[config.mk]
export PLATFORM = sky130hd
export DESIGN_NAME = pmeac_top
export DESIGN_NICKNAME = d
export VERILOG_FILES = /design/src/common/pmeac_pkg.sv /design/src/hw/pmeac_top.sv
export SDC_FILE = /design/constraint.sdc
export NUM_CORES = 1
export LEC_CHECK = 0
export ABC_CLOCK_PERIOD_IN_PS = 5200
export BUFFER_PORTS_ARGS = -buffer_cell sky130_fd_sc_hd__buf_2
export CAP_MARGIN = 20
export CORE_ASPECT_RATIO = 0.75
export CORE_MARGIN = 1
export CORE_UTILIZATION = 62
export DETAILED_ROUTE_END_ITERATION = 16
export PLACE_DENSITY = 0.86
export SETUP_SLACK_MARGIN = 0.5
export SYNTH_ARGS = -nofsm -noshare
export SYNTH_HDL_FRONTEND = slang
export SYNTH_SLANG_ARGS = --single-unit
[constraint.sdc]
create_clock -name aclk -period 5.2 [get_ports aclk]
set_input_delay 0.52 -clock aclk [delete_from_list [all_inputs] [get_ports aclk]]
set_output_delay 0.52 -clock aclk [all_outputs]
set_load 0.05 [all_outputs]
[src/common/pmeac_pkg.sv]
// Package of constants and types for the event latch and power sequencer.
package pmeac_pkg;

  // Register indices; the byte address of a register is four times its index.
  localparam logic [7:0] IDX_STATUS_ONE = 8'hF2;
  localparam logic [7:0] IDX_STATUS_SERIAL = 8'hF3;
  localparam logic [7:0] IDX_CONTROL_A = 8'hF4;
  localparam logic [7:0] IDX_CONTROL_B = 8'hF5;
  localparam logic [7:0] IDX_CONTROL_C = 8'hF6;
  localparam logic [7:0] IDX_ENABLE_ONE = 8'hF0;
  localparam logic [7:0] IDX_ENABLE_SERIAL = 8'hF1;
  localparam logic [7:0] IDX_IRQ_STATUS = 8'hE0;
  localparam logic [7:0] IDX_IRQ_MASK = 8'hE1;
  localparam logic [7:0] IDX_PIN_STATE = 8'hE2;

  // Bit positions inside the control registers.
  localparam int A_SLEEP_TEST = 7;
  localparam int A_FLASH_RST_EN = 6;
  localparam int A_KBD_WAKE = 4;
  localparam int A_MOUSE_WAKE = 3;
  localparam int A_POLICY_LO = 1;
  localparam int A_LOSS = 0;
  localparam int B_SOFT_RESET = 7;
  localparam int B_EXTRA_LO = 5;
  localparam int B_BASE_LO = 3;
  localparam int B_DEBOUNCE_EN = 2;
  localparam int C_SLEEP_SELECT = 7;
  localparam int C_ON_DELAY_EN = 4;
  localparam int C_DEBOUNCE_BYPASS = 1;

  // Writable bits of the registers and reset values of the three control registers.
  localparam logic [7:0] MASK_ONE = 8'h7F;
  localparam logic [7:0] MASK_SERIAL = 8'h3F;
  localparam logic [7:0] MASK_A = 8'hFF;
  localparam logic [7:0] MASK_B = 8'hFC;
  localparam logic [7:0] MASK_C = 8'h93;
  localparam logic [7:0] MASK_IRQ = 8'h0F;
  localparam logic [7:0] RESET_A = 8'h07;
  localparam logic [7:0] RESET_B = 8'h1C;
  localparam logic [7:0] RESET_C = 8'h00;

  // Power restore policy codes.
  localparam logic [1:0] POL_KEEP = 2'h0;
  localparam logic [1:0] POL_BYPASS = 2'h1;
  localparam logic [1:0] POL_ON = 2'h2;

  // Timing, each figure in its own unit and its cycle count derived.
  localparam int CLK_MHZ = 100;
  localparam int STEP_MS = 100;
  localparam int OFF_HOLD_S = 4;
  localparam int DEBOUNCE_US = 10;
  localparam int STEP_CYCLES_DEF = STEP_MS * 1000 * CLK_MHZ;
  localparam int OFF_HOLD_CYCLES_DEF = OFF_HOLD_S * 1000000 * CLK_MHZ;
  localparam logic [9:0] DEBOUNCE_CYCLES = 10'(DEBOUNCE_US * CLK_MHZ);
  localparam logic [4:0] WAKE_PULSE_CYCLES = 5'h10;

  // Bus answers.
  localparam logic [1:0] RESP_OKAY = 2'h0;
  localparam logic [1:0] RESP_DECERR = 2'h3;

  // Power-good sequencing states.
  typedef enum logic [1:0] {PG_OFF, PG_WAIT, PG_ON} pmeac_pg_e;

  // Event pulses from the seven units and the six serial ports.
  typedef struct packed {
    logic [6:0] one;
    logic [5:0] serial;
  } pmeac_events_s;

  // Pins from the power supply and chipset, asynchronous to aclk.
  typedef struct packed {
    logic main_supply_valid;
    logic bus_reset_in_n;
    logic supply_power_good_in;
    logic sleep_state_in_n;
    logic keyboard_wake_in;
    logic mouse_wake_in;
    logic power_restore_in;
  } pmeac_pins_s;

  // Pins toward the power supply and chipset.
  typedef struct packed {
    logic supply_on_output_n;
    logic wake_button_out_n;
    logic wake_event_out_n;
    logic power_good_out;
    logic kbc_sleep_state;
    logic bus_reset_out_n;
    logic flash_reset_out;
    logic pme_out_n;
  } pmeac_power_s;

endpackage

[src/hw/pmeac_top.sv]
// Event latch, power sequencer and AXI4-Lite register slave.
//
// Local design decision: register access over AXI4-Lite.
`timescale 1ns/1ps

// Behaviour
// Latch seven unit events into status one.
// Latch six serial port events, port six high.
// Writing one clears a status bit.
// Bits stay set; zero writes ignored; reserved zero.
// Enabled latched events drive the event output.
// Sleep test bit forces keyboard controller sleep.
// Flash time-out reset only when enabled.
// Keyboard wake drives wake pin when enabled.
// Mouse wake drives wake pin when enabled.
// Restore policy sets supply on after return.
// Standby loss flag set on arrival, cleared.
// Soft reset bit resets logic, self clears.
// Power good after base plus extra delay.
// De-bounce reset and supply good when enabled.
// Sleep select picks keyboard controller sleep source.
// Supply on follows sleep or waits hold.
// Bypass bit disables every de-bounce circuit.
module pmeac_top #(
  parameter int STEP_CYCLES = pmeac_pkg::STEP_CYCLES_DEF,
  parameter int OFF_HOLD_CYCLES = pmeac_pkg::OFF_HOLD_CYCLES_DEF
) (
  input wire logic aclk,
  input wire logic aresetn,
  input wire logic [11:0] s_axi_awaddr,
  input wire logic [2:0] s_axi_awprot,
  input wire logic s_axi_awvalid,
  output logic s_axi_awready,
  input wire logic [31:0] s_axi_wdata,
  input wire logic [3:0] s_axi_wstrb,
  input wire logic s_axi_wvalid,
  output logic s_axi_wready,
  output logic [1:0] s_axi_bresp,
  output logic s_axi_bvalid,
  input wire logic s_axi_bready,
  input wire logic [11:0] s_axi_araddr,
  input wire logic [2:0] s_axi_arprot,
  input wire logic s_axi_arvalid,
  output logic s_axi_arready,
  output logic [31:0] s_axi_rdata,
  output logic [1:0] s_axi_rresp,
  output logic s_axi_rvalid,
  input wire logic s_axi_rready,
  input wire pmeac_pkg::pmeac_events_s events,
  input wire logic flash_timeout,
  input wire pmeac_pkg::pmeac_pins_s pins_in,
  output pmeac_pkg::pmeac_power_s power_out,
  output logic irq
);
  import pmeac_pkg::*;

  typedef struct packed {
    logic aw_ok;
    logic [7:0] aw_idx;
    logic aw_bad;
    logic w_ok;
    logic [7:0] w_data;
    logic w_lane;
    logic bvalid;
    logic [1:0] bresp;
    logic rvalid;
    logic [7:0] rdata;
    logic [1:0] rresp;
    logic [6:0] status_one;
    logic [5:0] status_serial;
    logic [6:0] enable_one;
    logic [5:0] enable_serial;
    logic [7:0] ctrl_a;
    logic [7:0] ctrl_b;
    logic [7:0] ctrl_c;
    logic [3:0] irq_status;
    logic [3:0] irq_mask;
    logic [6:0] sync1;
    logic [6:0] sync2;
    logic restore_prev;
    logic sleep_prev;
    logic [1:0] db_out;
    logic [1:0][9:0] db_cnt;
    pmeac_pg_e pg_state;
    logic [31:0] pg_cnt;
    logic [2:0] pg_units;
    logic supply_on;
    logic last_on;
    logic bypass_on;
    logic [31:0] off_cnt;
    logic [4:0] wake_cnt;
    pmeac_power_s pout;
    logic irq;
  } pmeac_state_s;

  pmeac_state_s st_ff;
  pmeac_state_s nxt_st;

  // Decodes a byte address; only word-aligned addresses below 1 KiB map.
  function automatic logic idx_mapped(input logic [11:0] addr);
    logic [7:0] idx;
    idx = addr[9:2];
    idx_mapped = (addr[11:10] == 2'h0) && (addr[1:0] == 2'h0) &&
      (idx == IDX_STATUS_ONE || idx == IDX_STATUS_SERIAL ||
       idx == IDX_CONTROL_A || idx == IDX_CONTROL_B ||
       idx == IDX_CONTROL_C || idx == IDX_ENABLE_ONE ||
       idx == IDX_ENABLE_SERIAL || idx == IDX_IRQ_STATUS ||
       idx == IDX_IRQ_MASK || idx == IDX_PIN_STATE);
  endfunction

  // Read view of one register; reserved bits return zero.
  function automatic logic [7:0] read_reg(input logic [7:0] idx,
                                          input pmeac_state_s s);
    read_reg = 8'h00;
    case (idx)
      IDX_STATUS_ONE: read_reg = {1'b0, s.status_one};
      IDX_STATUS_SERIAL: read_reg = {2'h0, s.status_serial};
      IDX_CONTROL_A: read_reg = s.ctrl_a;
      IDX_CONTROL_B: read_reg = s.ctrl_b & MASK_B;
      IDX_CONTROL_C: read_reg = s.ctrl_c & MASK_C;
      IDX_ENABLE_ONE: read_reg = {1'b0, s.enable_one};
      IDX_ENABLE_SERIAL: read_reg = {2'h0, s.enable_serial};
      IDX_IRQ_STATUS: read_reg = {4'h0, s.irq_status};
      IDX_IRQ_MASK: read_reg = {4'h0, s.irq_mask};
      IDX_PIN_STATE: read_reg = {s.pout.power_good_out, s.supply_on,
        s.pout.kbc_sleep_state, s.db_out, s.bypass_on, s.last_on,
        s.sync2[6]};
      default: read_reg = 8'h00;
    endcase
  endfunction

  logic wr_fire;
  logic [7:0] wr_ones;
  logic rd_fire;
  logic soft_now;
  logic [1:0] db_raw;
  logic db_off;
  logic main_ok;
  logic sleep_awake;
  logic restore_edge;
  logic want_on;
  logic on_allowed;
  logic [2:0] extra_units;
  logic [2:0] total_units;

  // Ready terms depend only on registered state, so they never loop back.
  assign s_axi_awready = !st_ff.aw_ok && !st_ff.bvalid;
  assign s_axi_wready = !st_ff.w_ok && !st_ff.bvalid;
  assign s_axi_arready = !st_ff.rvalid;
  assign s_axi_bvalid = st_ff.bvalid;
  assign s_axi_bresp = st_ff.bresp;
  assign s_axi_rvalid = st_ff.rvalid;
  assign s_axi_rresp = st_ff.rresp;
  assign s_axi_rdata = {24'h000000, st_ff.rdata};
  assign power_out = st_ff.pout;
  assign irq = st_ff.irq;

  // Shared decode of the write that completes this cycle.
  assign wr_fire = st_ff.aw_ok && st_ff.w_ok && !st_ff.bvalid &&
    !st_ff.aw_bad;
  assign wr_ones = st_ff.w_lane ? st_ff.w_data : 8'h00;
  assign rd_fire = s_axi_arvalid && s_axi_arready;
  assign soft_now = st_ff.ctrl_b[B_SOFT_RESET];
  assign db_raw = {st_ff.sync2[5], st_ff.sync2[4]}; // Reset, supply good.
  assign db_off = st_ff.ctrl_c[C_DEBOUNCE_BYPASS] ||
    !st_ff.ctrl_b[B_DEBOUNCE_EN];
  assign main_ok = st_ff.sync2[6];
  assign sleep_awake = st_ff.sync2[3];
  assign restore_edge = st_ff.sync2[0] && !st_ff.restore_prev;
  assign want_on = sleep_awake || st_ff.bypass_on;
  assign on_allowed = !st_ff.ctrl_c[C_ON_DELAY_EN] ||
    (st_ff.off_cnt == 32'h00000000);

  // Extra power-good delay is 0, 1, 2 or 4 steps; base is 1 to 4 steps.
  always_comb begin
    case (st_ff.ctrl_b[B_EXTRA_LO +: 2])
      2'h0: extra_units = 3'h0;
      2'h1: extra_units = 3'h1;
      2'h2: extra_units = 3'h2;
      default: extra_units = 3'h4;
    endcase
    total_units = 3'(st_ff.ctrl_b[B_BASE_LO +: 2]) + 3'h1 + extra_units;
  end

  // Next state of the whole block.
  always_comb begin
    nxt_st = st_ff;
    // Bus slave: address and data are taken in either order.
    if (s_axi_awvalid && s_axi_awready) begin
      nxt_st.aw_ok = 1'b1;
      nxt_st.aw_idx = s_axi_awaddr[9:2];
      nxt_st.aw_bad = !idx_mapped(s_axi_awaddr);
    end
    if (s_axi_wvalid && s_axi_wready) begin
      nxt_st.w_ok = 1'b1;
      nxt_st.w_data = s_axi_wdata[7:0];
      nxt_st.w_lane = s_axi_wstrb[0];
    end
    if (st_ff.aw_ok && st_ff.w_ok && !st_ff.bvalid) begin
      nxt_st.aw_ok = 1'b0;
      nxt_st.w_ok = 1'b0;
      nxt_st.bvalid = 1'b1;
      nxt_st.bresp = st_ff.aw_bad ? RESP_DECERR : RESP_OKAY;
    end
    if (st_ff.bvalid && s_axi_bready) begin
      nxt_st.bvalid = 1'b0;
    end
    if (rd_fire) begin
      nxt_st.rvalid = 1'b1;
      nxt_st.rdata = idx_mapped(s_axi_araddr) ?
        read_reg(s_axi_araddr[9:2], st_ff) : 8'h00;
      nxt_st.rresp = idx_mapped(s_axi_araddr) ? RESP_OKAY : RESP_DECERR;
    end else if (st_ff.rvalid && s_axi_rready) begin
      nxt_st.rvalid = 1'b0;
    end
    // Plain register writes; a byte lane that is off writes nothing.
    if (wr_fire && st_ff.w_lane) begin
      case (st_ff.aw_idx)
        IDX_CONTROL_A: begin
          nxt_st.ctrl_a = (st_ff.w_data & ~(8'h01 << A_LOSS)) |
            (st_ff.ctrl_a & (8'h01 << A_LOSS));
        end
        IDX_CONTROL_B: nxt_st.ctrl_b = st_ff.w_data & MASK_B;
        IDX_CONTROL_C: nxt_st.ctrl_c = st_ff.w_data & MASK_C;
        IDX_ENABLE_ONE: nxt_st.enable_one = st_ff.w_data[6:0];
        IDX_ENABLE_SERIAL: nxt_st.enable_serial = st_ff.w_data[5:0];
        IDX_IRQ_MASK: nxt_st.irq_mask = st_ff.w_data[3:0];
        default: nxt_st.irq_mask = st_ff.irq_mask;
      endcase
    end
    // Event latches: a one clears, a zero keeps, and a new event wins.
    if (wr_fire && st_ff.aw_idx == IDX_STATUS_ONE) begin
      nxt_st.status_one = st_ff.status_one & ~wr_ones[6:0];
    end
    if (wr_fire && st_ff.aw_idx == IDX_STATUS_SERIAL) begin
      nxt_st.status_serial = st_ff.status_serial & ~wr_ones[5:0];
    end
    nxt_st.status_one = nxt_st.status_one | events.one;
    nxt_st.status_serial = nxt_st.status_serial | events.serial;
    // The loss flag is only cleared by software; it is set at power-up.
    if (wr_fire && st_ff.aw_idx == IDX_CONTROL_A && wr_ones[A_LOSS]) begin
      nxt_st.ctrl_a[A_LOSS] = 1'b0;
    end
    // Two flip-flops on every pin before any logic looks at it.
    nxt_st.sync1 = pins_in;
    nxt_st.sync2 = st_ff.sync1;
    nxt_st.restore_prev = st_ff.sync2[0];
    nxt_st.sleep_prev = st_ff.sync2[3];
    // De-bounce: output follows raw input once stable for the window.
    for (int i = 0; i < 2; i++) begin
      if (db_off) begin
        nxt_st.db_out[i] = db_raw[i];
        nxt_st.db_cnt[i] = 10'h000;
      end else if (db_raw[i] == st_ff.db_out[i]) begin
        nxt_st.db_cnt[i] = 10'h000;
      end else if (st_ff.db_cnt[i] == DEBOUNCE_CYCLES - 10'h001) begin
        nxt_st.db_out[i] = db_raw[i];
        nxt_st.db_cnt[i] = 10'h000;
      end else begin
        nxt_st.db_cnt[i] = st_ff.db_cnt[i] + 10'h001;
      end
    end
    // Power-good sequencer; a drop of main supply ends it at once, a drop of supply good once it is de-bounced.
    case (st_ff.pg_state)
      PG_OFF: begin
        nxt_st.pg_cnt = 32'h00000000;
        nxt_st.pg_units = 3'h0;
        if (main_ok && st_ff.db_out[0]) begin
          nxt_st.pg_state = PG_WAIT;
        end
      end
      PG_WAIT: begin
        if (!(main_ok && st_ff.db_out[0])) begin
          nxt_st.pg_state = PG_OFF;
        end else if (st_ff.pg_cnt == 32'(STEP_CYCLES - 1)) begin
          nxt_st.pg_cnt = 32'h00000000;
          nxt_st.pg_units = st_ff.pg_units + 3'h1;
          if (st_ff.pg_units + 3'h1 == total_units) begin
            nxt_st.pg_state = PG_ON;
          end
        end else begin
          nxt_st.pg_cnt = st_ff.pg_cnt + 32'h00000001;
        end
      end
      PG_ON: begin
        if (!(main_ok && st_ff.db_out[0])) begin
          nxt_st.pg_state = PG_OFF;
        end
      end
      default: nxt_st.pg_state = PG_OFF;
    endcase
    // Restore policy runs on the rising edge of mains return.
    if (restore_edge) begin
      case (st_ff.ctrl_a[A_POLICY_LO +: 2])
        POL_BYPASS: nxt_st.bypass_on = 1'b1;
        POL_ON: nxt_st.wake_cnt = WAKE_PULSE_CYCLES;
        POL_KEEP: begin
          if (st_ff.last_on) begin
            nxt_st.wake_cnt = WAKE_PULSE_CYCLES;
          end
        end
        default: nxt_st.bypass_on = 1'b0;
      endcase
    end else if (st_ff.wake_cnt != 5'h00) begin
      nxt_st.wake_cnt = st_ff.wake_cnt - 5'h01;
    end
    // Bypass ends on a falling sleep input, so a low level cannot undo it.
    if (st_ff.bypass_on && st_ff.sleep_prev && !st_ff.sync2[3] &&
        !restore_edge) begin
      nxt_st.bypass_on = 1'b0;
    end
    // Supply on: once on it stays on while want_on holds; turning on may wait for the hold.
    nxt_st.supply_on = want_on && (on_allowed || st_ff.supply_on);
    if (st_ff.supply_on && !nxt_st.supply_on) begin
      nxt_st.off_cnt = 32'(OFF_HOLD_CYCLES);
    end else if (st_ff.off_cnt != 32'h00000000) begin
      nxt_st.off_cnt = st_ff.off_cnt - 32'h00000001;
    end
    // Last state is frozen while mains is away so restore can use it.
    if (st_ff.sync2[0]) begin
      nxt_st.last_on = st_ff.supply_on;
    end
    // Software reset of the sequencing logic; the bit clears afterwards.
    if (soft_now) begin
      nxt_st.ctrl_b[B_SOFT_RESET] = 1'b0;
      nxt_st.pg_state = PG_OFF;
      nxt_st.pg_cnt = 32'h00000000;
      nxt_st.pg_units = 3'h0;
      nxt_st.db_cnt = '0;
      nxt_st.db_out = db_raw;
      nxt_st.bypass_on = 1'b0;
      nxt_st.off_cnt = 32'h00000000;
      nxt_st.wake_cnt = 5'h00;
    end
    // Output pins, all registered.
    nxt_st.pout.power_good_out = (nxt_st.pg_state == PG_ON);
    nxt_st.pout.supply_on_output_n = !nxt_st.supply_on;
    nxt_st.pout.wake_button_out_n = (nxt_st.wake_cnt == 5'h00);
    nxt_st.pout.wake_event_out_n =
      !((st_ff.ctrl_a[A_KBD_WAKE] && st_ff.sync2[2]) ||
        (st_ff.ctrl_a[A_MOUSE_WAKE] && st_ff.sync2[1]));
    if (st_ff.ctrl_a[A_SLEEP_TEST]) begin
      nxt_st.pout.kbc_sleep_state = 1'b1;
    end else if (st_ff.ctrl_c[C_SLEEP_SELECT]) begin
      nxt_st.pout.kbc_sleep_state = !sleep_awake;
    end else begin
      nxt_st.pout.kbc_sleep_state = !main_ok;
    end
    nxt_st.pout.bus_reset_out_n = st_ff.db_out[1];
    nxt_st.pout.flash_reset_out = st_ff.ctrl_a[A_FLASH_RST_EN] &&
      flash_timeout && st_ff.pout.power_good_out;
    nxt_st.pout.pme_out_n = !(|({st_ff.status_one, st_ff.status_serial} &
      {st_ff.enable_one, st_ff.enable_serial}));
    // Interrupt events; a read clears, but a same-cycle event still sets.
    if (rd_fire && s_axi_araddr[9:2] == IDX_IRQ_STATUS &&
        idx_mapped(s_axi_araddr)) begin
      nxt_st.irq_status = 4'h0;
    end
    nxt_st.irq_status = nxt_st.irq_status | {
      st_ff.supply_on != nxt_st.supply_on,
      st_ff.pout.power_good_out && !nxt_st.pout.power_good_out,
      !st_ff.pout.power_good_out && nxt_st.pout.power_good_out,
      st_ff.pout.pme_out_n && !nxt_st.pout.pme_out_n};
    nxt_st.irq = |(nxt_st.irq_status & st_ff.irq_mask);
  end

  // State register; the loss flag reads one after standby arrives.
  always_ff @(posedge aclk) begin
    if (!aresetn) begin
      st_ff <= '0;
      st_ff.ctrl_a <= RESET_A;
      st_ff.ctrl_b <= RESET_B;
      st_ff.ctrl_c <= RESET_C;
      st_ff.pg_state <= PG_OFF;
      st_ff.pout <= '{supply_on_output_n: 1'b1, wake_button_out_n: 1'b1,
        wake_event_out_n: 1'b1, power_good_out: 1'b0,
        kbc_sleep_state: 1'b1, bus_reset_out_n: 1'b0,
        flash_reset_out: 1'b0, pme_out_n: 1'b1};
    end else begin
      st_ff <= nxt_st;
    end
  end

  a_status_one_set: assert property (@(posedge aclk) disable iff (!aresetn)
    events.one[6] |=> st_ff.status_one[6])
    else $error("Watchdog event was not latched.");

  a_serial_set: assert property (@(posedge aclk) disable iff (!aresetn)
    events.serial[5] |=> st_ff.status_serial[5])
    else $error("Sixth serial port event was not latched.");

  a_w1c_clears: assert property (@(posedge aclk) disable iff (!aresetn)
    wr_fire && st_ff.aw_idx == IDX_STATUS_ONE && wr_ones[0] &&
    !events.one[0] |=> !st_ff.status_one[0])
    else $error("Write of one did not clear the status bit.");

  a_status_sticky: assert property (@(posedge aclk) disable iff (!aresetn)
    st_ff.status_serial[0] && !(wr_fire &&
    st_ff.aw_idx == IDX_STATUS_SERIAL) |=> st_ff.status_serial[0])
    else $error("Status bit dropped without a clearing write.");

  a_pme_gate: assert property (@(posedge aclk) disable iff (!aresetn)
    (st_ff.enable_one == 7'h00 && st_ff.enable_serial == 6'h00) [*2]
    |-> st_ff.pout.pme_out_n)
    else $error("Event output asserted with every source disabled.");

  a_sleep_forced: assert property (@(posedge aclk) disable iff (!aresetn)
    st_ff.ctrl_a[A_SLEEP_TEST] |=> st_ff.pout.kbc_sleep_state)
    else $error("Sleep test bit did not force sleep state.");

  a_wake_gate: assert property (@(posedge aclk) disable iff (!aresetn)
    !st_ff.ctrl_a[A_KBD_WAKE] && !st_ff.ctrl_a[A_MOUSE_WAKE]
    |=> st_ff.pout.wake_event_out_n)
    else $error("Wake pin driven while both wake enables are off.");

  a_soft_clear: assert property (@(posedge aclk) disable iff (!aresetn)
    soft_now |=> !soft_now && st_ff.pg_state == PG_OFF)
    else $error("Soft reset did not complete and clear itself.");

  a_pg_drop: assert property (@(posedge aclk) disable iff (!aresetn)
    !main_ok |-> ##1 !st_ff.pout.power_good_out ##1
    !st_ff.pout.power_good_out)
    else $error("Power good held without main supply.");

  a_supply_follow: assert property (@(posedge aclk) disable iff (!aresetn)
    !st_ff.ctrl_c[C_ON_DELAY_EN] && !st_ff.bypass_on && !soft_now
    |=> st_ff.supply_on == $past(sleep_awake))
    else $error("Supply on did not follow the sleep input.");

endmodule

---- Word level (Yosys, flattened, before mapping) ----
Index checks and enable logic that the tools add are counted.
storage, ports and cells
  register bits ........................... 210
  bits in latches ......................... 0
  RAM bits ................................ 0
  bits in read-only memories .............. 0
  input bits .............................. 94
  logic and storage cells ................. 278
  memories ................................ 0
operators by class
  add/subtract/negate cells ............... 8
  $mul .................................... 0
  div/mod/pow operators ................... 0
  order comparisons ....................... 0
  equality and inequality tests ........... 46
  shift operators ......................... 0
  multiplexer cells ....................... 48
  bitwise gates (word level) .............. 12
  reduce and logical (&&, ||, !) cells .... 116
operator list
  cell                                                                   number
  8-bit == test (second input constant)                                  28
  8-bit one-hot mux with 10 select lines                                 1
  35-bit one-hot mux with 2 select lines                                 1
  10-bit 2-to-1 mux                                                      6
  59-bit 2-to-1 mux                                                      1
  29-bit 2-to-1 mux                                                      2
  1-bit logical AND                                                      35
  35-bit 2-to-1 mux                                                      1
  32-bit by 1-bit adder with 32-bit output (second input constant)       1
  32-bit by 24-bit == test with 1-bit output (second input constant)     1
  32-bit zero test                                                       1
  32-bit 2-to-1 mux                                                      1
  32-bit nonzero test                                                    1
  32-bit by 1-bit subtractor with 32-bit output (second input constant)  1
  8-bit 2-to-1 mux                                                       3
  1-bit logical OR                                                       23
  2-bit AND reduction                                                    11
  10-bit by 1-bit adder with 10-bit output (second input constant)       2
  10-bit == test (second input constant)                                 2
  5-bit 2-to-1 mux                                                       4
  1-bit zero test                                                        17
  17-bit 2-to-1 mux                                                      1
  2-bit zero test                                                        7
  2-bit 2-to-1 mux                                                       7
  other kinds (41)                                                       72

---- Logic depth before layout (Yosys ltp) ----
  depth in word-level cells ............... 16
  depth in mapped cells ................... 12
  mapped depth without buffers ............ 11

---- Worst setup path after synthesis ----
OpenSTA, ideal clock, no wires.
  path kind ............................... register to register
  start point ............................. reg st_ff[38] (netlist name)
  end point ............................... reg st_ff[15] (netlist name)
  library setup time ...................... 86 ps
  data arrival time ....................... 2781 ps
  path slack .............................. 2334 ps
  cell stages (with the launch flop) ...... 10
  period minus slack after synthesis ...... 2866 ps
  cell sequence ........................... dfxtp_1 or4_4 or4_4 nor3_4 o32a_1 inv_1 ha_1 or2_2 clkbuf_1 a211oi_1
RTL lines
  item                    line              text
  start, declared         pmeac_top.sv:96   pmeac_state_s st_ff;
  start signal, assigned  pmeac_top.sv:380  st_ff <= nxt_st;

==> impl_metrics.json <==
{
  "clock-sinks": 208,
  "design.die.area_um2": 16100,
  "vias_per_cell": 5.84,
  "yosys_warnings": 0,
  "initial_core_util": 0.633,
  "setup_viol": 0,
  "relSlewSlack": 0.303,
  "start_kind": "flop",
  "cp-end-kind": "flop",
  "dp.cells": 1369,
  "synth-seq-cells": 208,
  "cts_setup_buffers": 0,
  "routabilityCongestion": 0.952,
  "postCtsHoldBufs": 0,
  "grt.overflow.total": 0,
  "synthCells": 1139,
  "period_share": 0.606,
  "syn2layout_area_growth_pct": 10.5,
  "cp_max_fo": 20,
  "instances_no_fill": 1406,
  "cts_root_buffer": "clkbuf_16",
  "drive_above_1_share": 0.112,
  "fin_total_pwr_mw": 4.50,
  "pre_cts_ws_ps": 2100,
  "syn_area_per_cell_um2": 8.47,
  "power_density_nw_per_um2": 422,
  "rows": 39,
  "route.detailed.drc": 0,
  "setup_tns_ps": 0,
  "synth_area_um2": 9640,
  "hold_viol_final": 0,
  "required_ps": 5610,
  "fin_worst_skew_ps": 11.7,
  "seq_area_um2": 4160,
  "ant_nets": 0,
  "die_height_um": 110,
  "cpMaxStageDelayCell": "or4_4",
  "multi_input_area_um2": 4920,
  "yosysUniqueCellTypes": 67,
  "ios": 144,
  "hp-class": "input pin to flop",
  "maxCapViolCount": 0,
  "fin_crit_ps": 3150,
  "tightest_slew_ps": 1040,
  "netlist.area_leader.share": 0.432,
  "worstPathCellList": "or4_4 -> or4_4 -> nor3_4 -> o32a_1 -> inv_1 -> ha_1 -> or2_2 -> a211oi_1",
  "outcome": "completed",
  "drtIter0Drc": 739,
  "slowest_delay_ps": 570,
  "grt_use_total": 0.280,
  "insertion_delay_ps": 500,
  "clk_path_buf_depth": 3,
  "design.core.area_um2": 15200,
  "clkTransAtPathRegs_ps": 60,
  "io_buffer_count": 86,
  "max_freq_mhz": 317,
  "synth_edf_count": 0,
  "fillerInstances": 1169,
  "firstDrtPassIters": 7,
  "holdWs_ps": 219,
  "crit_path_frequent_cell": "or4_4",
  "antenna_found_initial": 0,
  "setup_slack_ps": 2050,
  "vias": 8210,
  "cp.arrival_ps": 3560,
  "synth_flop_cell": "dfxtp_1",
  "cts_buffers": 21,
  "dieWidth_um": 146,
  "yosysTopAreaCell": "dfxtp_1",
  "rsz0062_at_grt": "false",
  "power_leakage_nw": 4.30,
  "grt_pass1_wl_um": 36500,
  "maxSlewViolCount": 0,
  "final_nets": 1290,
  "grt_max_degree": 44,
  "cts_tree": "done",
  "synth.area.top_cells": "dfxtp_1 43%, nor2_1 6.0%, mux2i_1 4.8%",
  "synthArstFlopShare": 0,
  "hpwl_um": 15400,
  "cts-resized-gates": 0,
  "vdd_drop_max_v": 0.000367,
  "wl_per_cell_um": 15.8,
  "ys_seq_area_frac": 0.432,
  "grt_pass1_vias": 7446,
  "antennaDiodeCount": 0,
  "postRouteWirelength_um": 22300,
  "crit_type": "flop to flop",
  "cts_max_level": 1
}
-- kinds of logic after synthesis --
kind of cell	count (synthesis)	synth area share
mux	50	0.0536
fa+ha+maj	10	0.0135
flops	208	0.432
compound gates	173	0.113
buf+inv	124	0.0668
xor+xnor	62	0.0577
other cells	1	0.000389
simple gates	511	0.263
-- worst max-delay path: cells and delay by family (launching register included) --
family | cells | cell delay, ps
flops | 1 | 360
fa+ha+maj | 1 | 360
compound gates | 2 | 460
simple gates | 4 | 1830
buf+inv | 1 | 50
-- layout make-up --
type,instances,share of cell area
Inverter,36,0.0127
Multi-Input combinational cell,830,0.462
Sequential cell,208,0.391
Tap cell,205,0.0241
Timing Repair Buffer,90,0.0432
Clock inverter,7,0.0109
Clock buffer,30,0.0563
-- synthesized netlist by cell type (16+ instances only) --
library cell / instances
dfxtp_1: 208
nor2_1: 153
nand2_1: 107
a21oi_1: 58
mux2i_1: 46
buf_4: 45
nor3_1: 44
clkbuf_1: 39
nand3_1: 37
inv_1: 36
o21ai_0: 36
xor2_1: 32
xnor2_1: 29
nor4_1: 25
and2_1: 23
nand4_1: 23
or3_1: 22
a22oi_1: 18
nand2b_1: 16
-- cell usage in the layout, fill, tap and decap left out, types with 4 or more instances in the layout --
cell type	Yosys	layout
a21o_1	7	7
a21oi_1	58	58
a22o_1	4	4
a22oi_1	18	18
a31oi_1	8	8
and2_1	23	23
and3_1	15	15
and4_1	8	8
buf_2	2	86
buf_4	45	4
clkbuf_1	39	5
clkbuf_16	0	21
clkbuf_8	0	4
conb_1	1	24
dfxtp_1	208	208
ha_1	8	8
inv_1	36	35
mux2i_1	46	46
nand2_1	107	107
nand2b_1	16	16
nand3_1	37	37
nand3b_1	4	4
nand4_1	23	23
nor2_1	153	153
nor2b_1	11	11
nor3_1	44	44
nor4_1	25	25
nor4b_1	6	6
o21a_1	11	11
o21ai_0	36	36
or3_1	22	22
xnor2_1	29	29
xor2_1	32	32
-- routing by layer --
layer  track usage  vias to the layer above  routed length, µm
li1              -                     4011                  -
met1         0.398                     3799              10600
met2         0.425                      349               9150
met3        0.0663                       51               2050
met4        0.0804                        0                499
met5        0.0156                        -                  0
-- flip-flops by register name, summed over array words and instances (netlist names) --
name / count
s_axi_rvalid: 1
irq: 1
st_ff: 173
soft_now: 1
s_axi_bresp: 1
main_ok: 1
s_axi_rdata: 8
db_raw: 2
power_out: 8
nxt_st: 10
s_axi_rresp: 1
s_axi_bvalid: 1
-- report_power, final --
group	switching (mW)	internal (mW)	leakage, nW	total, mW
Combinational	0.634	0.416	2.26	1.05
Clock	0.624	0.952	0.348	1.58
Sequential	0.134	1.74	1.69	1.87
Total	1.39	3.11	4.30	4.50
-- path summary, 6_finish.rpt --
kind	to	cells past startpoint	from	slack (ps)
min	st_ff[174]	3	events[5]	220
max reg2reg	st_ff[15]	8	st_ff[38]	2050
min reg2reg	db_raw[0]	1	nxt_st[114]	440
max	st_ff[15]	8	st_ff[38]	2050
-- metrics by stage --
step           cell area [µm²]  utilization
6_report                 10700        0.700
3_5_place_dp              9940        0.653
5_1_grt                  10700        0.700
4_1_cts                  10700        0.700
3_3_place_gp              9940        0.653
2_1_floorplan             9730            -
Power figures use the tool's default switching activity.
